--- src/logic/sequencer_params.svh ---
// Offsets, field positions, reset values and timing counts of the sequencer
`ifndef SEQUENCER_PARAMS_SVH
`define SEQUENCER_PARAMS_SVH

`define CTRL_OFS        5'h00
`define OPTION_OFS      5'h04
`define STATUS_OFS      5'h08
`define DATA_OFS        5'h0c
`define OFFSET_OFS      5'h10
`define GAIN_OFS        5'h14

`define MODE_FIELD      3:0
`define OSR_FIELD       5:4
`define CLKDIV_FIELD    7:6
`define ANALOG_AUTO_SLEEP_BIT     0

`define MODE_IDLE       4'h0
`define MODE_SLEEP      4'h1
`define MODE_SINGLE     4'h2
`define MODE_CONT       4'h3
`define MODE_SGL_CHOP   4'h4
`define MODE_CNT_CHOP   4'h5
`define MODE_SGL_IEX    4'h6
`define MODE_CNT_IEX    4'h7
`define MODE_CAL_OFS    4'hc
`define MODE_CAL_GAIN   4'hd
`define MODE_BOOT       4'hf

`define OSR_SEL_RST     2'h0
`define CLKDIV_RST      2'h0
`define ANALOG_AUTO_SLEEP_RST     1'b0
`define OSR_MAX         10'h200

`define SYS_CLK_MHZ     250
`define STARTUP_US      600
`define SETUP_US        10
`define WAKE_US         70
`define STARTUP_CYC     (`STARTUP_US * `SYS_CLK_MHZ)
`define SETUP_CYC       (`SETUP_US * `SYS_CLK_MHZ)
`define WAKE_CYC        (`WAKE_US * `SYS_CLK_MHZ)
`define OSC_DIV_DEFAULT 100
`define TCAL_OSC        40
`define TDIV_OSC        70
`define PERIODS_PLAIN   3
`define PERIODS_CHOP    6

`endif

--- src/logic/sequencer_pkg.sv ---
// Types and mode decoding shared by the sequencer files
`include "sequencer_params.svh"

package sequencer_pkg;

    typedef enum logic [2:0] {
        ST_BOOT, ST_IDLE, ST_SLEEP, ST_SETTLE, ST_CONVERT, ST_CORRECT,
        ST_DIVIDE
    } seq_state_t;

    function automatic logic mode_unused(input logic [3:0] m);
        return (m[3:2] == 2'b10) || (m == 4'he) || (m == `MODE_BOOT);
    endfunction : mode_unused

    function automatic logic is_op(input logic [3:0] m);
        return !mode_unused(m) && (m != `MODE_IDLE) && (m != `MODE_SLEEP);
    endfunction : is_op

    function automatic logic is_single(input logic [3:0] m);
        return (m == `MODE_SINGLE) || (m == `MODE_SGL_CHOP) ||
               (m == `MODE_SGL_IEX);
    endfunction : is_single

    function automatic logic is_chop(input logic [3:0] m);
        return (m == `MODE_SGL_CHOP) || (m == `MODE_CNT_CHOP) ||
               (m == `MODE_SGL_IEX) || (m == `MODE_CNT_IEX);
    endfunction : is_chop

    function automatic logic is_iex(input logic [3:0] m);
        return (m == `MODE_SGL_IEX) || (m == `MODE_CNT_IEX);
    endfunction : is_iex

endpackage : sequencer_pkg

--- src/logic/adc_conversion_sequencer.sv ---
// Conversion sequencer with Avalon-MM control and status registers
// Function
// [RQ1] Hold all logic in reset until power-on reset releases, then initialise.
// [RQ2] Finish start-up about 600 us after reset release.
// [RQ3] After start-up enter idle and accept mode requests.
// [RQ4] Decimate modulator bitstream with a third-order sinc filter.
// [RQ5] First filter notch at three times data rate, then its multiples.
// [RQ6] Notches scale with the modulator clock.
// [RQ7] Four-bit mode: 0 idle, 1 sleep, F boot; 8..B and E unused.
// [RQ8] Single modes: 2 plain, 4 chopped, 6 chopped with excitation swap.
// [RQ9] Continuous modes: 3 plain, 5 chopped, 7 chopped with excitation swap.
// [RQ10] C offset calibration, D gain calibration; both end in idle, mode 0.
// [RQ11] Continuous modes clear not-ready after each conversion, staying put.
// [RQ12] One basic period is oversampling ratio modulator clocks.
// [RQ13] Correction after each conversion takes 40 oscillator periods.
// [RQ14] Gain coefficient computation takes 70 oscillator periods.
// [RQ15] With analog block on, operation starts after 10 us set-up.
// [RQ16] Analog block powering up needs a 70 us wake-up wait.
// [RQ17] Not-ready reads one while converting, zero once complete.
// [RQ18] Single conversion stores result then returns to idle, mode 0.
// [RQ19] Plain single conversion completes after three basic periods.
// [RQ20] Writes of unused mode codes leave the operating state unchanged.
`include "sequencer_params.svh"
`timescale 1ns/1ps
`default_nettype none

module adc_conversion_sequencer
    import sequencer_pkg::*;
#(
    parameter int STARTUP_CYC = `STARTUP_CYC,
    parameter int WAKE_CYC    = `WAKE_CYC,
    parameter int OSC_DIV     = `OSC_DIV_DEFAULT,
    parameter int ACC_W       = 29
) (
    input  wire logic        clk_sys,
    input  wire logic        rst,
    input  wire logic [4:0]  avs_address,
    input  wire logic        avs_read,
    input  wire logic        avs_write,
    input  wire logic [31:0] avs_writedata,
    input  wire logic [3:0]  avs_byteenable,
    output var  logic [31:0] avs_readdata,
    output var  logic        avs_waitrequest,
    input  wire logic        modulator_bit,
    output var  logic        not_ready_flag,
    output var  logic        chop_swap,
    output var  logic        excitation_swap,
    output var  logic        analog_power
);
    localparam int SETUP_CYC = `SETUP_CYC;

    seq_state_t  state_r, state_nxt;
    logic [3:0]  mode_r, mode_nxt;
    logic [1:0]  osr_sel_r, osr_sel_nxt, clkdiv_r, clkdiv_nxt;
    logic        auto_sleep_r;
    logic [17:0] delay_cnt_r, delay_nxt, warm_cnt_r;
    logic [6:0]  osc_cnt_r, osc_nxt;
    logic [2:0]  period_cnt_r, period_nxt;
    logic [23:0] half_r, half_nxt, raw_r, raw_nxt, data_r, data_nxt;
    logic [23:0] offset_r, offset_nxt, gain_r, gain_nxt;
    logic        not_ready_r, not_ready_nxt, chop_r, chop_nxt;
    logic        filt_clear, mod_bit_s1_r, mod_bit_s2_r;
    logic        osc_tick, mod_tick, dec_valid;
    logic [ACC_W-1:0] dec_data;

    // Bus decode; one wait cycle, so every access is answered at cycle 1
    wire wr_en   = avs_write && !avs_waitrequest;
    wire ctrl_wr = wr_en && (avs_address == `CTRL_OFS) && avs_byteenable[0];
    wire opt_wr  = wr_en && (avs_address == `OPTION_OFS) && avs_byteenable[0];
    wire [3:0] new_mode = avs_writedata[`MODE_FIELD];
    wire mode_take = ctrl_wr && !mode_unused(new_mode) &&
                     (state_r != ST_BOOT); // RQ20 RQ3
    wire analog_warm = (warm_cnt_r == 18'h00000);
    wire [9:0] osr_val = `OSR_MAX >> osr_sel_r;
    wire [2:0] periods_need = is_chop(mode_r) ? 3'(`PERIODS_CHOP)
                                              : 3'(`PERIODS_PLAIN);
    wire [23:0] dec_word = dec_data[ACC_W-1 -: 24];
    wire [24:0] chop_diff = {half_r[23], half_r} - {dec_word[23], dec_word};
    wire [23:0] corrected = raw_r - offset_r;
    wire analog_on = (state_r != ST_BOOT) && (state_r != ST_SLEEP) &&
                     !((state_r == ST_IDLE) && auto_sleep_r);
    wire [31:0] status_word = {25'h0, 4'(state_r), (state_r != ST_BOOT),
                               analog_on, not_ready_r};
    wire [31:0] rd_word =
        (avs_address == `CTRL_OFS)   ? {24'h0, clkdiv_r, osr_sel_r, mode_r} :
        (avs_address == `OPTION_OFS) ? {31'h0, auto_sleep_r} :
        (avs_address == `STATUS_OFS) ? status_word :
        (avs_address == `DATA_OFS)   ? {8'h0, data_r} :
        (avs_address == `OFFSET_OFS) ? {8'h0, offset_r} :
        (avs_address == `GAIN_OFS)   ? {8'h0, gain_r} : 32'h0000_0000;

    osc_tick_gen #(.OSC_DIV(OSC_DIV)) u_ticks (
        .clk_sys  (clk_sys),
        .rst      (rst),
        .clkdiv   (clkdiv_r),
        .osc_tick (osc_tick),
        .mod_tick (mod_tick)
    );

    sinc3_decimator #(.ACC_W(ACC_W)) u_filter (
        .clk_sys   (clk_sys),
        .rst       (rst),
        .clear     (filt_clear),
        .mod_tick  (mod_tick),
        .bit_in    (mod_bit_s2_r),
        .oversampling_ratio       (osr_val),
        .dec_valid (dec_valid),
        .dec_data  (dec_data)
    );

    always_comb begin
        state_nxt     = state_r;
        mode_nxt      = mode_r;
        osr_sel_nxt   = osr_sel_r;
        clkdiv_nxt    = clkdiv_r;
        delay_nxt     = delay_cnt_r;
        osc_nxt       = osc_cnt_r;
        period_nxt    = period_cnt_r;
        half_nxt      = half_r;
        raw_nxt       = raw_r;
        data_nxt      = data_r;
        offset_nxt    = offset_r;
        gain_nxt      = gain_r;
        not_ready_nxt = not_ready_r;
        chop_nxt      = chop_r;
        filt_clear    = 1'b0;
        case (state_r)
            ST_BOOT: begin
                if (delay_cnt_r == 18'h00000) begin
                    state_nxt = ST_IDLE; // RQ3
                    mode_nxt  = `MODE_IDLE;
                end else begin
                    delay_nxt = delay_cnt_r - 18'h00001; // RQ2
                end
            end
            ST_SETTLE: begin
                if (delay_cnt_r == 18'h00000) begin
                    state_nxt  = ST_CONVERT;
                    filt_clear = 1'b1;
                    period_nxt = 3'h0;
                end else begin
                    delay_nxt = delay_cnt_r - 18'h00001;
                end
            end
            ST_CONVERT: begin
                if (dec_valid) begin
                    if (period_cnt_r == periods_need - 3'h1) begin // RQ12 RQ19
                        state_nxt     = ST_CORRECT;
                        osc_nxt       = 7'(`TCAL_OSC - 1);
                        not_ready_nxt = 1'b1;
                        chop_nxt      = 1'b0;
                        raw_nxt = is_chop(mode_r) ? chop_diff[24:1] : dec_word;
                    end else begin
                        period_nxt = period_cnt_r + 3'h1;
                        // Halfway through a chopped conversion swap inputs
                        if (period_cnt_r == 3'(`PERIODS_PLAIN - 1)) begin // RQ8 RQ9
                            half_nxt = dec_word;
                            chop_nxt = 1'b1;
                        end
                    end
                end
            end
            ST_CORRECT: begin
                if (osc_tick && osc_cnt_r == 7'h00) begin // RQ13
                    if (mode_r == `MODE_CAL_OFS) begin // RQ10
                        offset_nxt    = raw_r;
                        mode_nxt      = `MODE_IDLE;
                        state_nxt     = ST_IDLE;
                        not_ready_nxt = 1'b0;
                    end else if (mode_r == `MODE_CAL_GAIN) begin
                        state_nxt = ST_DIVIDE;
                        osc_nxt   = 7'(`TDIV_OSC - 1);
                    end else begin
                        data_nxt      = corrected;
                        not_ready_nxt = 1'b0; // RQ11 RQ17
                        if (is_single(mode_r)) begin // RQ18
                            mode_nxt  = `MODE_IDLE;
                            state_nxt = ST_IDLE;
                        end else begin
                            state_nxt  = ST_CONVERT; // RQ11
                            filt_clear = 1'b1;
                            period_nxt = 3'h0;
                        end
                    end
                end else if (osc_tick) begin
                    osc_nxt = osc_cnt_r - 7'h01;
                end
            end
            ST_DIVIDE: begin
                if (osc_tick && osc_cnt_r == 7'h00) begin // RQ14
                    gain_nxt      = corrected;
                    mode_nxt      = `MODE_IDLE; // RQ10
                    state_nxt     = ST_IDLE;
                    not_ready_nxt = 1'b0;
                end else if (osc_tick) begin
                    osc_nxt = osc_cnt_r - 7'h01;
                end
            end
            ST_IDLE, ST_SLEEP: begin
            end
            default: begin
                state_nxt = ST_IDLE;
            end
        endcase
        if (ctrl_wr) begin
            osr_sel_nxt = avs_writedata[`OSR_FIELD];
            clkdiv_nxt  = avs_writedata[`CLKDIV_FIELD];
        end
        // A host write wins over the sequencer's own return to idle
        if (mode_take) begin // RQ7
            mode_nxt = new_mode;
            chop_nxt = 1'b0;
            if (is_op(new_mode)) begin
                state_nxt     = ST_SETTLE;
                not_ready_nxt = 1'b1; // RQ17
                delay_nxt = analog_warm ? 18'(SETUP_CYC - 1)   // RQ15
                                        : 18'(WAKE_CYC - 1);   // RQ16
            end else begin
                state_nxt = (new_mode == `MODE_SLEEP) ? ST_SLEEP : ST_IDLE;
            end
        end
    end

    always_ff @(posedge clk_sys) begin
        if (rst) begin // RQ1
            state_r     <= ST_BOOT;
            mode_r      <= `MODE_BOOT; // RQ7
            delay_cnt_r <= 18'(STARTUP_CYC - 1); // RQ2
            osr_sel_r   <= `OSR_SEL_RST;
            clkdiv_r    <= `CLKDIV_RST;
            not_ready_r <= 1'b1;
            chop_r      <= 1'b0;
        end else begin
            state_r     <= state_nxt;
            mode_r      <= mode_nxt;
            delay_cnt_r <= delay_nxt;
            osr_sel_r   <= osr_sel_nxt;
            clkdiv_r    <= clkdiv_nxt;
            not_ready_r <= not_ready_nxt;
            chop_r      <= chop_nxt;
        end
    end

    always_ff @(posedge clk_sys) begin
        if (rst) begin
            {osc_cnt_r, period_cnt_r} <= '0;
            {half_r, raw_r, data_r, offset_r, gain_r} <= '0;
        end else begin
            osc_cnt_r    <= osc_nxt;
            period_cnt_r <= period_nxt;
            half_r       <= half_nxt;
            raw_r        <= raw_nxt;
            data_r       <= data_nxt;
            offset_r     <= offset_nxt;
            gain_r       <= gain_nxt;
        end
    end

    // Wake-up timer restarts whenever the analog block is off
    always_ff @(posedge clk_sys) begin
        if (rst) begin
            warm_cnt_r   <= 18'(WAKE_CYC - 1);
            auto_sleep_r <= `ANALOG_AUTO_SLEEP_RST;
            analog_power <= 1'b0;
        end else begin
            if (opt_wr) begin
                auto_sleep_r <= avs_writedata[`ANALOG_AUTO_SLEEP_BIT];
            end
            analog_power <= analog_on;
            if (!analog_on) begin
                warm_cnt_r <= 18'(WAKE_CYC - 1);
            end else if (!analog_warm) begin
                warm_cnt_r <= warm_cnt_r - 18'h00001; // RQ16
            end
        end
    end

    always_ff @(posedge clk_sys) begin
        if (rst) begin
            avs_waitrequest <= 1'b1;
            avs_readdata    <= 32'h0000_0000;
            mod_bit_s1_r    <= 1'b0;
            mod_bit_s2_r    <= 1'b0;
            not_ready_flag  <= 1'b1;
            chop_swap       <= 1'b0;
            excitation_swap <= 1'b0;
        end else begin
            avs_waitrequest <= !((avs_read || avs_write) && avs_waitrequest);
            if (avs_read && avs_waitrequest) begin
                avs_readdata <= rd_word;
            end
            mod_bit_s1_r    <= modulator_bit;
            mod_bit_s2_r    <= mod_bit_s1_r;
            not_ready_flag  <= not_ready_nxt;
            chop_swap       <= chop_nxt;
            excitation_swap <= chop_nxt && is_iex(mode_nxt); // RQ8 RQ9
        end
    end
endmodule : adc_conversion_sequencer

`default_nettype wire

--- src/logic/osc_tick_gen.sv ---
// Oscillator and modulator clock enables derived from the system clock
`timescale 1ns/1ps
`default_nettype none

module osc_tick_gen #(
    parameter int OSC_DIV = 100
) (
    input  wire logic       clk_sys,
    input  wire logic       rst,
    input  wire logic [1:0] clkdiv,
    output var  logic       osc_tick,
    output var  logic       mod_tick
);
    logic [15:0] osc_cnt_r;
    logic [3:0]  mod_cnt_r;
    wire         osc_wrap = (osc_cnt_r == 16'h0000);

    // Modulator runs at oscillator / 2^(clkdiv+1), so notches track it
    always_ff @(posedge clk_sys) begin // RQ6
        if (rst) begin
            osc_cnt_r <= 16'h0000;
            mod_cnt_r <= 4'h0;
            osc_tick  <= 1'b0;
            mod_tick  <= 1'b0;
        end else begin
            osc_tick  <= osc_wrap;
            osc_cnt_r <= osc_wrap ? 16'(OSC_DIV - 1) : osc_cnt_r - 16'h0001;
            mod_tick  <= osc_wrap && (mod_cnt_r == 4'h0);
            if (osc_wrap) begin
                mod_cnt_r <= (mod_cnt_r == 4'h0) ?
                             4'((5'h02 << clkdiv) - 5'h01) : mod_cnt_r - 4'h1;
            end
        end
    end
endmodule : osc_tick_gen

`default_nettype wire

--- src/logic/sinc3_decimator.sv ---
// Third-order sinc decimator for the one-bit modulator stream
`timescale 1ns/1ps
`default_nettype none

module sinc3_decimator #(
    parameter int ACC_W = 29
) (
    input  wire logic             clk_sys,
    input  wire logic             rst,
    input  wire logic             clear,
    input  wire logic             mod_tick,
    input  wire logic             bit_in,
    input  wire logic [9:0]       oversampling_ratio,
    output var  logic             dec_valid,
    output var  logic [ACC_W-1:0] dec_data
);
    logic [ACC_W-1:0] i1_r, i2_r, i3_r, z1_r, z2_r, z3_r;
    logic [9:0]       dcnt_r;
    // Wrap-around arithmetic is exact as long as ACC_W covers OVERSAMPLING_RATIO^3
    wire  [ACC_W-1:0] x  = bit_in ? ACC_W'(1) : {ACC_W{1'b1}};
    wire  [ACC_W-1:0] i1n = i1_r + x;
    wire  [ACC_W-1:0] i2n = i2_r + i1n;
    wire  [ACC_W-1:0] i3n = i3_r + i2n;
    wire  [ACC_W-1:0] d1 = i3n - z1_r;
    wire  [ACC_W-1:0] d2 = d1 - z2_r;
    wire  [ACC_W-1:0] d3 = d2 - z3_r;
    wire              last = (dcnt_r == oversampling_ratio - 10'h001);

    always_ff @(posedge clk_sys) begin // RQ4 RQ5
        if (rst || clear) begin
            {i1_r, i2_r, i3_r, z1_r, z2_r, z3_r} <= '0;
            dcnt_r    <= 10'h000;
            dec_valid <= 1'b0;
            dec_data  <= '0;
        end else begin
            dec_valid <= mod_tick && last;
            if (mod_tick) begin
                i1_r   <= i1n;
                i2_r   <= i2n;
                i3_r   <= i3n;
                dcnt_r <= last ? 10'h000 : dcnt_r + 10'h001;
                if (last) begin
                    z1_r     <= i3n;
                    z2_r     <= d1;
                    z3_r     <= d2;
                    dec_data <= d3;
                end
            end
        end
    end
endmodule : sinc3_decimator

`default_nettype wire

--- config.mk ---
export PLATFORM = sky130hd
export DESIGN_NAME = adc_conversion_sequencer
export DESIGN_NICKNAME = d
export VERILOG_FILES = /design/src/logic/sequencer_pkg.sv /design/src/logic/adc_conversion_sequencer.sv /design/src/logic/osc_tick_gen.sv /design/src/logic/sinc3_decimator.sv
export VERILOG_INCLUDE_DIRS = /design/src /design/src/logic
export SDC_FILE = /design/constraint.sdc
export NUM_CORES = 1
export LEC_CHECK = 0
export BUFFER_PORTS_ARGS = -buffer_cell sky130_fd_sc_hd__buf_4
export CELL_PAD_IN_SITES_DETAIL_PLACEMENT = 1
export CELL_PAD_IN_SITES_GLOBAL_PLACEMENT = 2
export CORE_MARGIN = 2
export CORE_UTILIZATION = 41
export DETAILED_ROUTE_END_ITERATION = 6
export PLACE_DENSITY = 0.89
export SETUP_SLACK_MARGIN = 0.02
export SYNTH_ARGS = -nofsm -noshare
export SYNTH_HDL_FRONTEND = slang
export SYNTH_SLANG_ARGS = --single-unit
--- constraint.sdc ---
create_clock -name clk_sys -period 19.1 [get_ports clk_sys]
set_input_delay 1.91 -clock clk_sys [delete_from_list [all_inputs] [get_ports clk_sys]]
set_output_delay 1.91 -clock clk_sys [all_outputs]
set_load 0.02 [all_outputs]
==> impl_metrics.ini, run 1 <==
[outcome]
outcome = complete, no violations

[finish]
final_layout_size_suffix_gt1_share_pct = 6.32
layout.nets = 3713
syn2layout_area_growth_pct = 10.6

[worst_setup_path]
timing_worst_setup_path_type = register to register
cpMostUsedCell = sky130_fd_sc_hd__a21oi_1
cp.required_ns = 19.57
slowest_delay_ns = 0.46
critPathArrivalTime_ns = 11.39
slowest_stage = sky130_fd_sc_hd__dfxtp_1
cp-end-kind = register
critPathLaunchType = register
crit_path_max_fanout = 28

[synthesis]
ys_async_sr_fraction_pct = 0
edff_count_synth = 0
synth_area_per_cell_um2 = 7.90
postSynthCellCount = 3455
postSynthRegisterBits = 440
synth_commonest_cells = sky130_fd_sc_hd__nand2_1 (480), sky130_fd_sc_hd__dfxtp_1 (440), sky130_fd_sc_hd__a21oi_1 (378), sky130_fd_sc_hd__nor2_1 (343), sky130_fd_sc_hd__ha_1 (222)
synthFlopType = sky130_fd_sc_hd__dfxtp_1
netlist_top_cells_area = sky130_fd_sc_hd__dfxtp_1 (32%), sky130_fd_sc_hd__ha_1 (10%), sky130_fd_sc_hd__a21oi_1 (6.9%)
yosys.cell_types.count = 91
synth.most_common_cell = sky130_fd_sc_hd__nand2_1
ys.warnings.count = 0
netlist.top_cell.by_area = sky130_fd_sc_hd__dfxtp_1
mappedNetlistArea_mm2 = 0.0273
synth-seq-area-share_pct = 32.3
synth_largest_type_area_fraction_pct = 32.3

[floorplanning]
design.core.area_mm2 = 0.0659
fp.dieH_um = 262
die_width_um = 262
floorplan.die_area_mm2 = 0.0686
io-pin-count = 83
initial_core_util_pct = 41.4
fp-row-count = 94

[clocking]
post_cts.repair.setup_buffers = 0
cts_tree = built
cts.path.max_buffers = 3
clock_sinks = 440
clk_transition_reported_paths_ns = 0.06
holdBufCountCts = 0
clock-root-buffer = sky130_fd_sc_hd__clkbuf_16
clk-insertion-delay-late_ns = 0.62
cts_htree_levels = 2
cts_made_buffers = 55
cts-resized-gates = 0

[global_routing]
grt.total_usage_pct = 21.2
antenna_violations_before_repair = 1
global_route.overflow_total = 0
grt_first_pass_wirelength_um = 121000
first_global_vias = 24900
largest_net_degree_at_the_start_of_global_routing = 96

[sta]
hold_viol_final = 0
finalCriticalPeriod_ns = 10.92
slew_headroom_pct = 26.1
final_max_slew_viol_count = 0
timing.final.setup_violations = 0
setup_total_negative_slack_ns = 0
max_freq_ghz = 0.0916
worst_slew_pin_slew_ns = 1.10
rsz_0062_raised_after_global_routing = no
skew_ns = 0.0248
finalCritPeriodShare_pct = 57.2

[place]
dp.final_hpwl_um = 53200
buffer_ports.inserted = 47
routabilityCongestion = 0.863

[drt]
finalWirelength_um = 73100
viasPerCell = 5.50
detailedRoute.firstIterationViolations = 884
first_pass_iters = 4
ant_nets = 0
route.detailed.drc = 0
via_count = 23900
drt-wirelength-per-cell_um = 16.8

[run]
maxCapViolCount = 0

[worst_hold_path]
worst_hold_path_type = register to register
-- worst paths after layout --
| kind | from | endpoint | slack [ns] | cells after the start |
|---|---|---|---|---|
| worst max-delay path | mod_bit_s2_r$_SDFF_PP0_ | u_filter.dec_data[28]$_SDFFE_PP0P_ | 8.18 | 49 |
| worst min-delay path | u_filter.z2_r[14]$_SDFFE_PP0P_ | u_filter.z2_r[14]$_SDFFE_PP0P_ | 0.45 | 2 |
| worst max register to register | mod_bit_s2_r$_SDFF_PP0_ | u_filter.dec_data[28]$_SDFFE_PP0P_ | 8.18 | 49 |
| worst min register to register | u_filter.z2_r[14]$_SDFFE_PP0P_ | u_filter.z2_r[14]$_SDFFE_PP0P_ | 0.45 | 2 |
-- worst max-delay path, delay by kind of cell, from the launching register on --
| kind | cells | cell delay, ns |
|---|---|---|
| AOI/OAI and AO/OA | 25 | 5.49 |
| adders and majority gates | 6 | 1.99 |
| and+or+nand+nor | 7 | 1.18 |
| xor gates and xnor gates | 7 | 1.16 |
| buffers and inverters | 4 | 0.47 |
| DFF | 1 | 0.46 |
-- final cells by class --
cell class | count | area [um2]
Clock inverter | 23 | 315
Multi-Input combinational cell | 2649 | 17100
Fill cell | 7957 | 35700
Inverter | 218 | 818
Clock buffer | 75 | 1550
Antenna cell | 1 | 2.50
Tap cell | 864 | 1080
Sequential cell | 440 | 8810
Timing Repair Buffer | 74 | 556
-- stage by stage --
step | instance area, um2 | util [%] | worst slack [ns] | hold slack, ns | instances
after floorplan | 27300 | - | 9.55 | 0.414 | 3462
after global placement | 28300 | 43.0 | 8.52 | 0.438 | 4245
after detailed placement | 28300 | 43.0 | 8.18 | 0.446 | 4245
after CTS | 30200 | 45.8 | 8.14 | 0.454 | 4343
after global routing | 30200 | 45.8 | 7.13 | 0.467 | 4343
final | 30200 | 45.8 | 8.18 | 0.451 | 4344
-- cells by family (layout without fill, tap and decap cells) --
| kind of cell | Yosys count | count (layout) | share of synthesized area, % |
|---|---|---|---|
| adders and majority gates | 229 | 229 | 10.7 |
| xor gates and xnor gates | 234 | 234 | 7.70 |
| other | 1 | 9 | 0.0137 |
| AOI/OAI and AO/OA | 910 | 910 | 21.2 |
| muxes | 89 | 89 | 3.26 |
| buffers and inverters | 373 | 390 | 5.52 |
| and+or+nand+nor | 1179 | 1179 | 19.3 |
| DFF | 440 | 440 | 32.3 |
-- layer usage --
layer	vias to the layer above	share of wire (%)	GRT usage, %
li1	12000	-	-
met3	140	2.9	2.67
met1	11500	44	24.7
met4	2	3.7	8.58
met2	276	50	38.9
met5	-	0.018	0
-- flip-flops by register name, summed over array words and instances (netlist names), 3 cells and up --
name               count
u_ticks.osc_cnt_r     16
delay_cnt_r           18
mode_r                 4
gain_r                24
half_r                24
u_filter.dec_data     24
u_filter.dcnt_r       10
u_ticks.mod_cnt_r      4
u_filter.i3_r         29
u_filter.z1_r         29
u_filter.i2_r         29
u_filter.z2_r         29
u_filter.z3_r         29
warm_cnt_r            18
osc_cnt_r              7
state_r                3
u_filter.i1_r         29
data_r                24
avs_readdata          24
raw_r                 24
offset_r              24
period_cnt_r           3
-- cell usage in the layout (no fill, tap or decap), drive strengths merged, types with 75 or more instances in the layout --
cell type | Yosys | routed
a21oi | 378 | 378
nand2 | 480 | 480
dfxtp | 440 | 440
mux2i | 89 | 89
o21ai | 127 | 127
inv | 217 | 218
ha | 222 | 222
a21o | 79 | 79
xnor2 | 158 | 158
clkbuf | 119 | 75
nor2 | 343 | 343
Power of run 1 is not shown: default switching activity piles up to over one toggle a cycle in this logic, so the estimate is an artifact.
==> run 2: changes to the inputs <==
--- a/config.mk
+++ b/config.mk
@@ -10,9 +10,9 @@
 export CELL_PAD_IN_SITES_DETAIL_PLACEMENT = 1
 export CELL_PAD_IN_SITES_GLOBAL_PLACEMENT = 2
 export CORE_MARGIN = 2
-export CORE_UTILIZATION = 41
+export CORE_UTILIZATION = 35
 export DETAILED_ROUTE_END_ITERATION = 6
-export PLACE_DENSITY = 0.89
+export PLACE_DENSITY = 0.81
 export SETUP_SLACK_MARGIN = 0.02
 export SYNTH_ARGS = -nofsm -noshare
 export SYNTH_HDL_FRONTEND = slang
==> constraint.sdc (replaced) <==
create_clock -name clk_sys -period 9.15 [get_ports clk_sys]
set_input_delay 0.915 -clock clk_sys [delete_from_list [all_inputs] [get_ports clk_sys]]
set_output_delay 0.915 -clock clk_sys [all_outputs]
set_load 0.02 [all_outputs]
==> run 2 against run 1 <==
Effect of this change:
- the flow now finishes with violations (setup timing)
- wire length rose by 16%
- count of clock-buffer cells in the layout rose by 6
- first-iteration DRC count rose by 10%
- sequential share of layout area fell by 3.8 points
- critical path type unchanged
==> impl_metrics.ini, run 2 (same netlist as run 1, synthesis figures left out) <==
[worst_setup_path]
timing_worst_setup_path_type = register to register
critPathArrivalTime_ns = 9.98
cp.required_ns = 9.62
cpMostUsedCell = sky130_fd_sc_hd__a21oi_2
reg2regPathDepth = 47
crit_path_max_fanout = 5
critPathLaunchType = register
slowest_delay_ns = 0.41
critPathBufInv = 5
slowest_stage = sky130_fd_sc_hd__ha_1
timing.rr.end = u_filter.dec_data[28]$_SDFFE_PP0P_
flop2flop_setup_slack_ns = -0.36
cp-end-kind = register
critPathTopFamily = compound AO/OA/AOI/OAI gates
r2r_start = mod_bit_s2_r$_SDFF_PP0_

[sta]
rsz_0062_raised_after_global_routing = yes
finalCritPeriodShare_pct = 104
final.setup.worst_slack_ns = -0.360
timing.final.setup_violations = 6
final_max_slew_viol_count = 0
hold_viol_final = 0
slew_headroom_pct = 18.4
max_freq_ghz = 0.105
finalCriticalPeriod_ns = 9.51
skew_ns = 0.0321
worst_slew_pin_slew_ns = 1.22

[drt]
finalWirelength_um = 84500
detailedRoute.firstIterationViolations = 976
viasPerCell = 5.19
first_pass_iters = 5
detailroute.wirelength.met2_um = 42500
dr_wl_met3_um = 2220
topmost_layer_with_routed_signal_wires = met4
ant_nets = 0
drt-wirelength-per-cell_um = 17.2
via_count = 25500
routedLengthMet1_um = 36500
route.detailed.drc = 0

[finish]
layout.cells.most_common_list = sky130_fd_sc_hd__nand2_1 (473), sky130_fd_sc_hd__buf_4 (457), sky130_fd_sc_hd__dfxtp_1 (438)
layout.nets = 4111
syn2layout_area_growth_pct = 27.2
mostFrequentLayoutCell = sky130_fd_sc_hd__nand2_1
fin_util_pct = 44.9
n_antenna_cell = 0
final_layout_size_suffix_gt1_share_pct = 20.9

[global_routing]
global_route.overflow_total = 0
first_global_vias = 26100
grt_first_pass_wirelength_um = 133000
grt.total_usage_pct = 19.7
largest_net_degree_at_the_start_of_global_routing = 92
antenna_violations_before_repair = 1

[place]
buffer_ports.inserted = 47
dp.final_hpwl_um = 53400
routabilityCongestion = 0.810

[clocking]
cts.path.max_buffers = 3
cts_made_buffers = 53
cts_htree_levels = 2
clock-root-buffer = sky130_fd_sc_hd__clkbuf_16
holdBufCountCts = 0
clk_transition_reported_paths_ns = 0.06
clk-insertion-delay-late_ns = 0.63
cts_tree = built
clock_sinks = 440

[floorplanning]
initial_core_util_pct = 35.3
design.core.area_mm2 = 0.0773
fp-row-count = 102
fp.dieH_um = 283
die_width_um = 283
io-pin-count = 83
floorplan.die_area_mm2 = 0.0802

[worst_hold_path]
min_to = u_filter.z2_r[23]$_SDFFE_PP0P_
worst_hold_path_type = register to register
timing.hold.worst.start = u_filter.z2_r[23]$_SDFFE_PP0P_
worstHoldPathCells = 2

[outcome]
outcome = finished, violations left
failed_checks = setup timing

[run]
maxCapViolCount = 0
[run 2: cell types whose count changed in the layout (fill, tap and decap cells not counted), moves of 12 or more]
cell / previous run / this run
sky130_fd_sc_hd__ha_1: 222 / 195
sky130_fd_sc_hd__a21oi_2: 0 / 49
sky130_fd_sc_hd__a21oi_1: 378 / 327
sky130_fd_sc_hd__buf_6: 0 / 17
sky130_fd_sc_hd__xor2_2: 0 / 12
sky130_fd_sc_hd__xnor2_2: 1 / 30
sky130_fd_sc_hd__ha_4: 0 / 20
sky130_fd_sc_hd__o21ai_0: 125 / 99
sky130_fd_sc_hd__xnor2_1: 157 / 127
sky130_fd_sc_hd__xor2_1: 73 / 58
sky130_fd_sc_hd__buf_4: 74 / 457
sky130_fd_sc_hd__o21ai_2: 2 / 16
[run 2: area by class of cell]
class / count / area, um2
well taps: 1040 / 1300
clock inverters: 16 / 194
multi-input cells: 2649 / 18400
repair buffers: 474 / 3620
clock buffers: 81 / 1560
flip-flops and latches: 440 / 8820
fillers: 9270 / 42600
inverters: 218 / 822
[run 2: repair_timing]
| action | CTS | global route |
|---|---|---|
| gates resized for setup | 124 | 144 |
| pin swaps | 116 | 142 |
| cloned | 0 | 0 |
| endpoints found under the setup margin | 7 | 15 |
| buffers inserted | 94 | 41 |
[run 2: worst min-delay path, cell delays in order, from the launching register on]
cell and delay [ns]:
sky130_fd_sc_hd__dfxtp_1 0.30, sky130_fd_sc_hd__nand2_1 0.05, sky130_fd_sc_hd__a21oi_1 0.05
[run 2: per-layer routing]
layer  GRT usage, %  up-vias
met4           6.98        0
met3           2.54      185
met2           36.3      309
li1               -    12800
met5              0        -
met1           23.2    12300
[run 2: worst max path at each step]
stage | start | to | slack, ns | cells after the start
after floorplan | mod_bit_s2_r$_SDFF_PP0_ | u_filter.dec_data[28]$_SDFFE_PP0P_ | 0.03 | 49
after CTS | mod_bit_s2_r$_SDFF_PP0_ | u_filter.dec_data[28]$_SDFFE_PP0P_ | -0.09 | 46
final | mod_bit_s2_r$_SDFF_PP0_ | u_filter.dec_data[28]$_SDFFE_PP0P_ | -0.36 | 47
after global routing | mod_bit_s2_r$_SDFF_PP0_ | u_filter.dec_data[28]$_SDFFE_PP0P_ | -0.82 | 48
after global placement | mod_bit_s2_r$_SDFF_PP0_ | u_filter.dec_data[28]$_SDFFE_PP0P_ | -0.42 | 49
after detailed placement | mod_bit_s2_r$_SDFF_PP0_ | u_filter.dec_data[28]$_SDFFE_PP0P_ | -0.58 | 51
[run 2: through the flow]
step | TNS, ns | instances | hold WS (ns) | worst slack, ns | cell area [um2]
after global routing | -5.68 | 4918 | 0.472 | -0.823 | 34700
after global placement | -1.26 | 4700 | 0.438 | -0.422 | 30700
final | -1.14 | 4918 | 0.453 | -0.360 | 34700
after detailed placement | -2.26 | 4700 | 0.447 | -0.580 | 30700
after CTS | -0.0943 | 4890 | 0.455 | -0.0943 | 33700
after floorplan | 0 | 3462 | 0.412 | 0.0350 | 27400
Power of run 2 is left out for the same reason.
==> run 3: changes to the inputs <==
--- a/config.mk
+++ b/config.mk
@@ -10,9 +10,9 @@
 export CELL_PAD_IN_SITES_DETAIL_PLACEMENT = 1
 export CELL_PAD_IN_SITES_GLOBAL_PLACEMENT = 2
 export CORE_MARGIN = 2
-export CORE_UTILIZATION = 35
+export CORE_UTILIZATION = 41
 export DETAILED_ROUTE_END_ITERATION = 6
-export PLACE_DENSITY = 0.81
+export PLACE_DENSITY = 0.89
 export SETUP_SLACK_MARGIN = 0.02
 export SYNTH_ARGS = -nofsm -noshare
 export SYNTH_HDL_FRONTEND = slang
==> constraint.sdc (replaced) <==
create_clock -name clk_sys -period 11.4 [get_ports clk_sys]
set_input_delay 1.14 -clock clk_sys [delete_from_list [all_inputs] [get_ports clk_sys]]
set_output_delay 1.14 -clock clk_sys [all_outputs]
set_load 0.02 [all_outputs]
==> run 3 against run 2 <==
Effect of this change:
- final area is 13% lower
- critical path type unchanged
- register-to-register slack better by 1.3 ns
- the flow now finishes without violations
- sequential cell count stayed put
- final cell count is 12% lower
- sequential share of layout area is 3.7 points higher
==> impl_metrics.ini, run 3 (same netlist as run 1, synthesis figures left out) <==
[outcome]
outcome = complete, no violations

[sta]
final_max_slew_viol_count = 0
finalCriticalPeriod_ns = 10.47
setup_total_negative_slack_ns = 0
slew_headroom_pct = 25.6
max_freq_ghz = 0.0955
rsz_0062_raised_after_global_routing = no
finalCritPeriodShare_pct = 91.8
worst_slew_pin_slew_ns = 1.11
hold_viol_final = 0
skew_ns = 0.0268
timing.final.setup_violations = 0

[worst_setup_path]
reg2regPathDepth = 50
cp.required_ns = 11.87
cpMostUsedCell = sky130_fd_sc_hd__a21oi_1
timing.rr.end = u_filter.dec_data[28]$_SDFFE_PP0P_
crit_path_max_fanout = 7
slowest_delay_ns = 0.41
r2r_start = mod_bit_s2_r$_SDFF_PP0_
slowest_stage = sky130_fd_sc_hd__dfxtp_2
cp-end-kind = register
critPathArrivalTime_ns = 10.94
flop2flop_setup_slack_ns = 0.93
critPathLaunchType = register
timing_worst_setup_path_type = register to register

[drt]
detailedRoute.firstIterationViolations = 787
ant_nets = 0
viasPerCell = 5.51
first_pass_iters = 6
route.detailed.drc = 0
drt-wirelength-per-cell_um = 17.1
finalWirelength_um = 74300
via_count = 23900

[worst_hold_path]
worst_hold_path_type = register to register
min_to = u_filter.z2_r[22]$_SDFFE_PP0P_
timing.hold.worst.start = u_filter.z2_r[22]$_SDFFE_PP0P_
worstHoldPathCells = 2

[floorplanning]
io-pin-count = 83
fp.dieH_um = 262
fp-row-count = 94
initial_core_util_pct = 41.4
design.core.area_mm2 = 0.0659
die_width_um = 262
floorplan.die_area_mm2 = 0.0686

[finish]
final.fill_count = 7993
n_antenna_cell = 0
layout.cells.most_common_list = sky130_fd_sc_hd__nand2_1 (480), sky130_fd_sc_hd__dfxtp_1 (438), sky130_fd_sc_hd__a21oi_1 (378)
area_of_the_multi_input_gates_mm2 = 0.0171
final_layout_size_suffix_gt1_share_pct = 6.55
syn2layout_area_growth_pct = 10.9
finish.instance_area_mm2 = 0.0303
mostFrequentLayoutCell = sky130_fd_sc_hd__nand2_1
layout.nets = 3712
area.sequential_mm2 = 0.00881

[place]
dp.final_hpwl_um = 54000
buffer_ports.inserted = 47
detailed_place.area_mm2 = 0.0283
routabilityCongestion = 0.873

[global_routing]
global_route.overflow_total = 0
grt.total_usage_pct = 21.6
largest_net_degree_at_the_start_of_global_routing = 98
first_global_vias = 25000
antenna_violations_before_repair = 0
grt_first_pass_wirelength_um = 124000

[clocking]
clock-root-buffer = sky130_fd_sc_hd__clkbuf_16
cts_made_buffers = 53
clock_sinks = 440
cts_htree_levels = 2
cts_tree = built
cts.path.max_buffers = 3
clk_transition_reported_paths_ns = 0.06
clk-insertion-delay-late_ns = 0.61

[run]
maxCapViolCount = 0
-- run 3: changes by cell type in the layout (fill, tap and decap cells not counted), sizes merged --
cell / previous run / this run
inv: 216 / 218
clkinv: 12 / 14
clkinvlp: 2 / 1
buf: 474 / 75
clkbuf: 81 / 76
bufinv: 4 / 8
-- run 3: worst max-delay path, delay by kind of cell, from the launching register on --
| kind | cells | cell delay, ns |
|---|---|---|
| fa+ha+maj | 6 | 2.06 |
| xor+xnor | 7 | 1.39 |
| compound gates | 25 | 4.99 |
| simple gates | 10 | 1.22 |
| buf+inv | 2 | 0.27 |
| flops | 1 | 0.41 |
-- run 3: per-layer routing --
metal	track usage [%]	wire, um	up-vias
met2	40.6	37600	302
met1	24.9	32100	11500
met3	2.43	1970	142
met4	8.16	2570	0
met5	0	0	-
li1	-	-	12000
-- run 3: worst max path at each step --
stage | slack (ns) | startpoint | to | cells after the start
2_1_floorplan | 1.85 | mod_bit_s2_r$_SDFF_PP0_ | u_filter.dec_data[28]$_SDFFE_PP0P_ | 49
3_3_place_gp | 0.96 | mod_bit_s2_r$_SDFF_PP0_ | u_filter.dec_data[28]$_SDFFE_PP0P_ | 48
3_5_place_dp | 0.69 | mod_bit_s2_r$_SDFF_PP0_ | u_filter.dec_data[28]$_SDFFE_PP0P_ | 45
4_1_cts | 0.66 | mod_bit_s2_r$_SDFF_PP0_ | u_filter.dec_data[28]$_SDFFE_PP0P_ | 45
5_1_grt | 0.03 | mod_bit_s2_r$_SDFF_PP0_ | u_filter.dec_data[28]$_SDFFE_PP0P_ | 47
6_report | 0.93 | mod_bit_s2_r$_SDFF_PP0_ | u_filter.dec_data[28]$_SDFFE_PP0P_ | 50
-- run 3: stage by stage --
step | utilization (%) | cells | worst slack [ns] | hold slack (ns)
2_1_floorplan | - | 3462 | 1.85 | 0.414
3_3_place_gp | 43.0 | 4245 | 0.961 | 0.439
3_5_place_dp | 43.0 | 4245 | 0.685 | 0.447
4_1_cts | 45.9 | 4344 | 0.657 | 0.454
5_1_grt | 45.9 | 4345 | 0.0276 | 0.472
6_report | 45.9 | 4345 | 0.933 | 0.452
-- run 3: cell type report --
class,count,area share [%]
Tap cell,864,3.57
Sequential cell,440,29.1
Clock inverter,23,1.07
Timing Repair Buffer,75,1.86
Inverter,218,2.72
Clock buffer,76,5.24
Multi-Input combinational cell,2649,56.4
-- run 3: repair_timing --
item / CTS / global route
hold buffers: 0 / 0
setup buffers: 0 / 1
resized for setup: 0 / 10
endpoints found under the setup margin: 0 / 3
Power of run 3 is left out for the same reason.
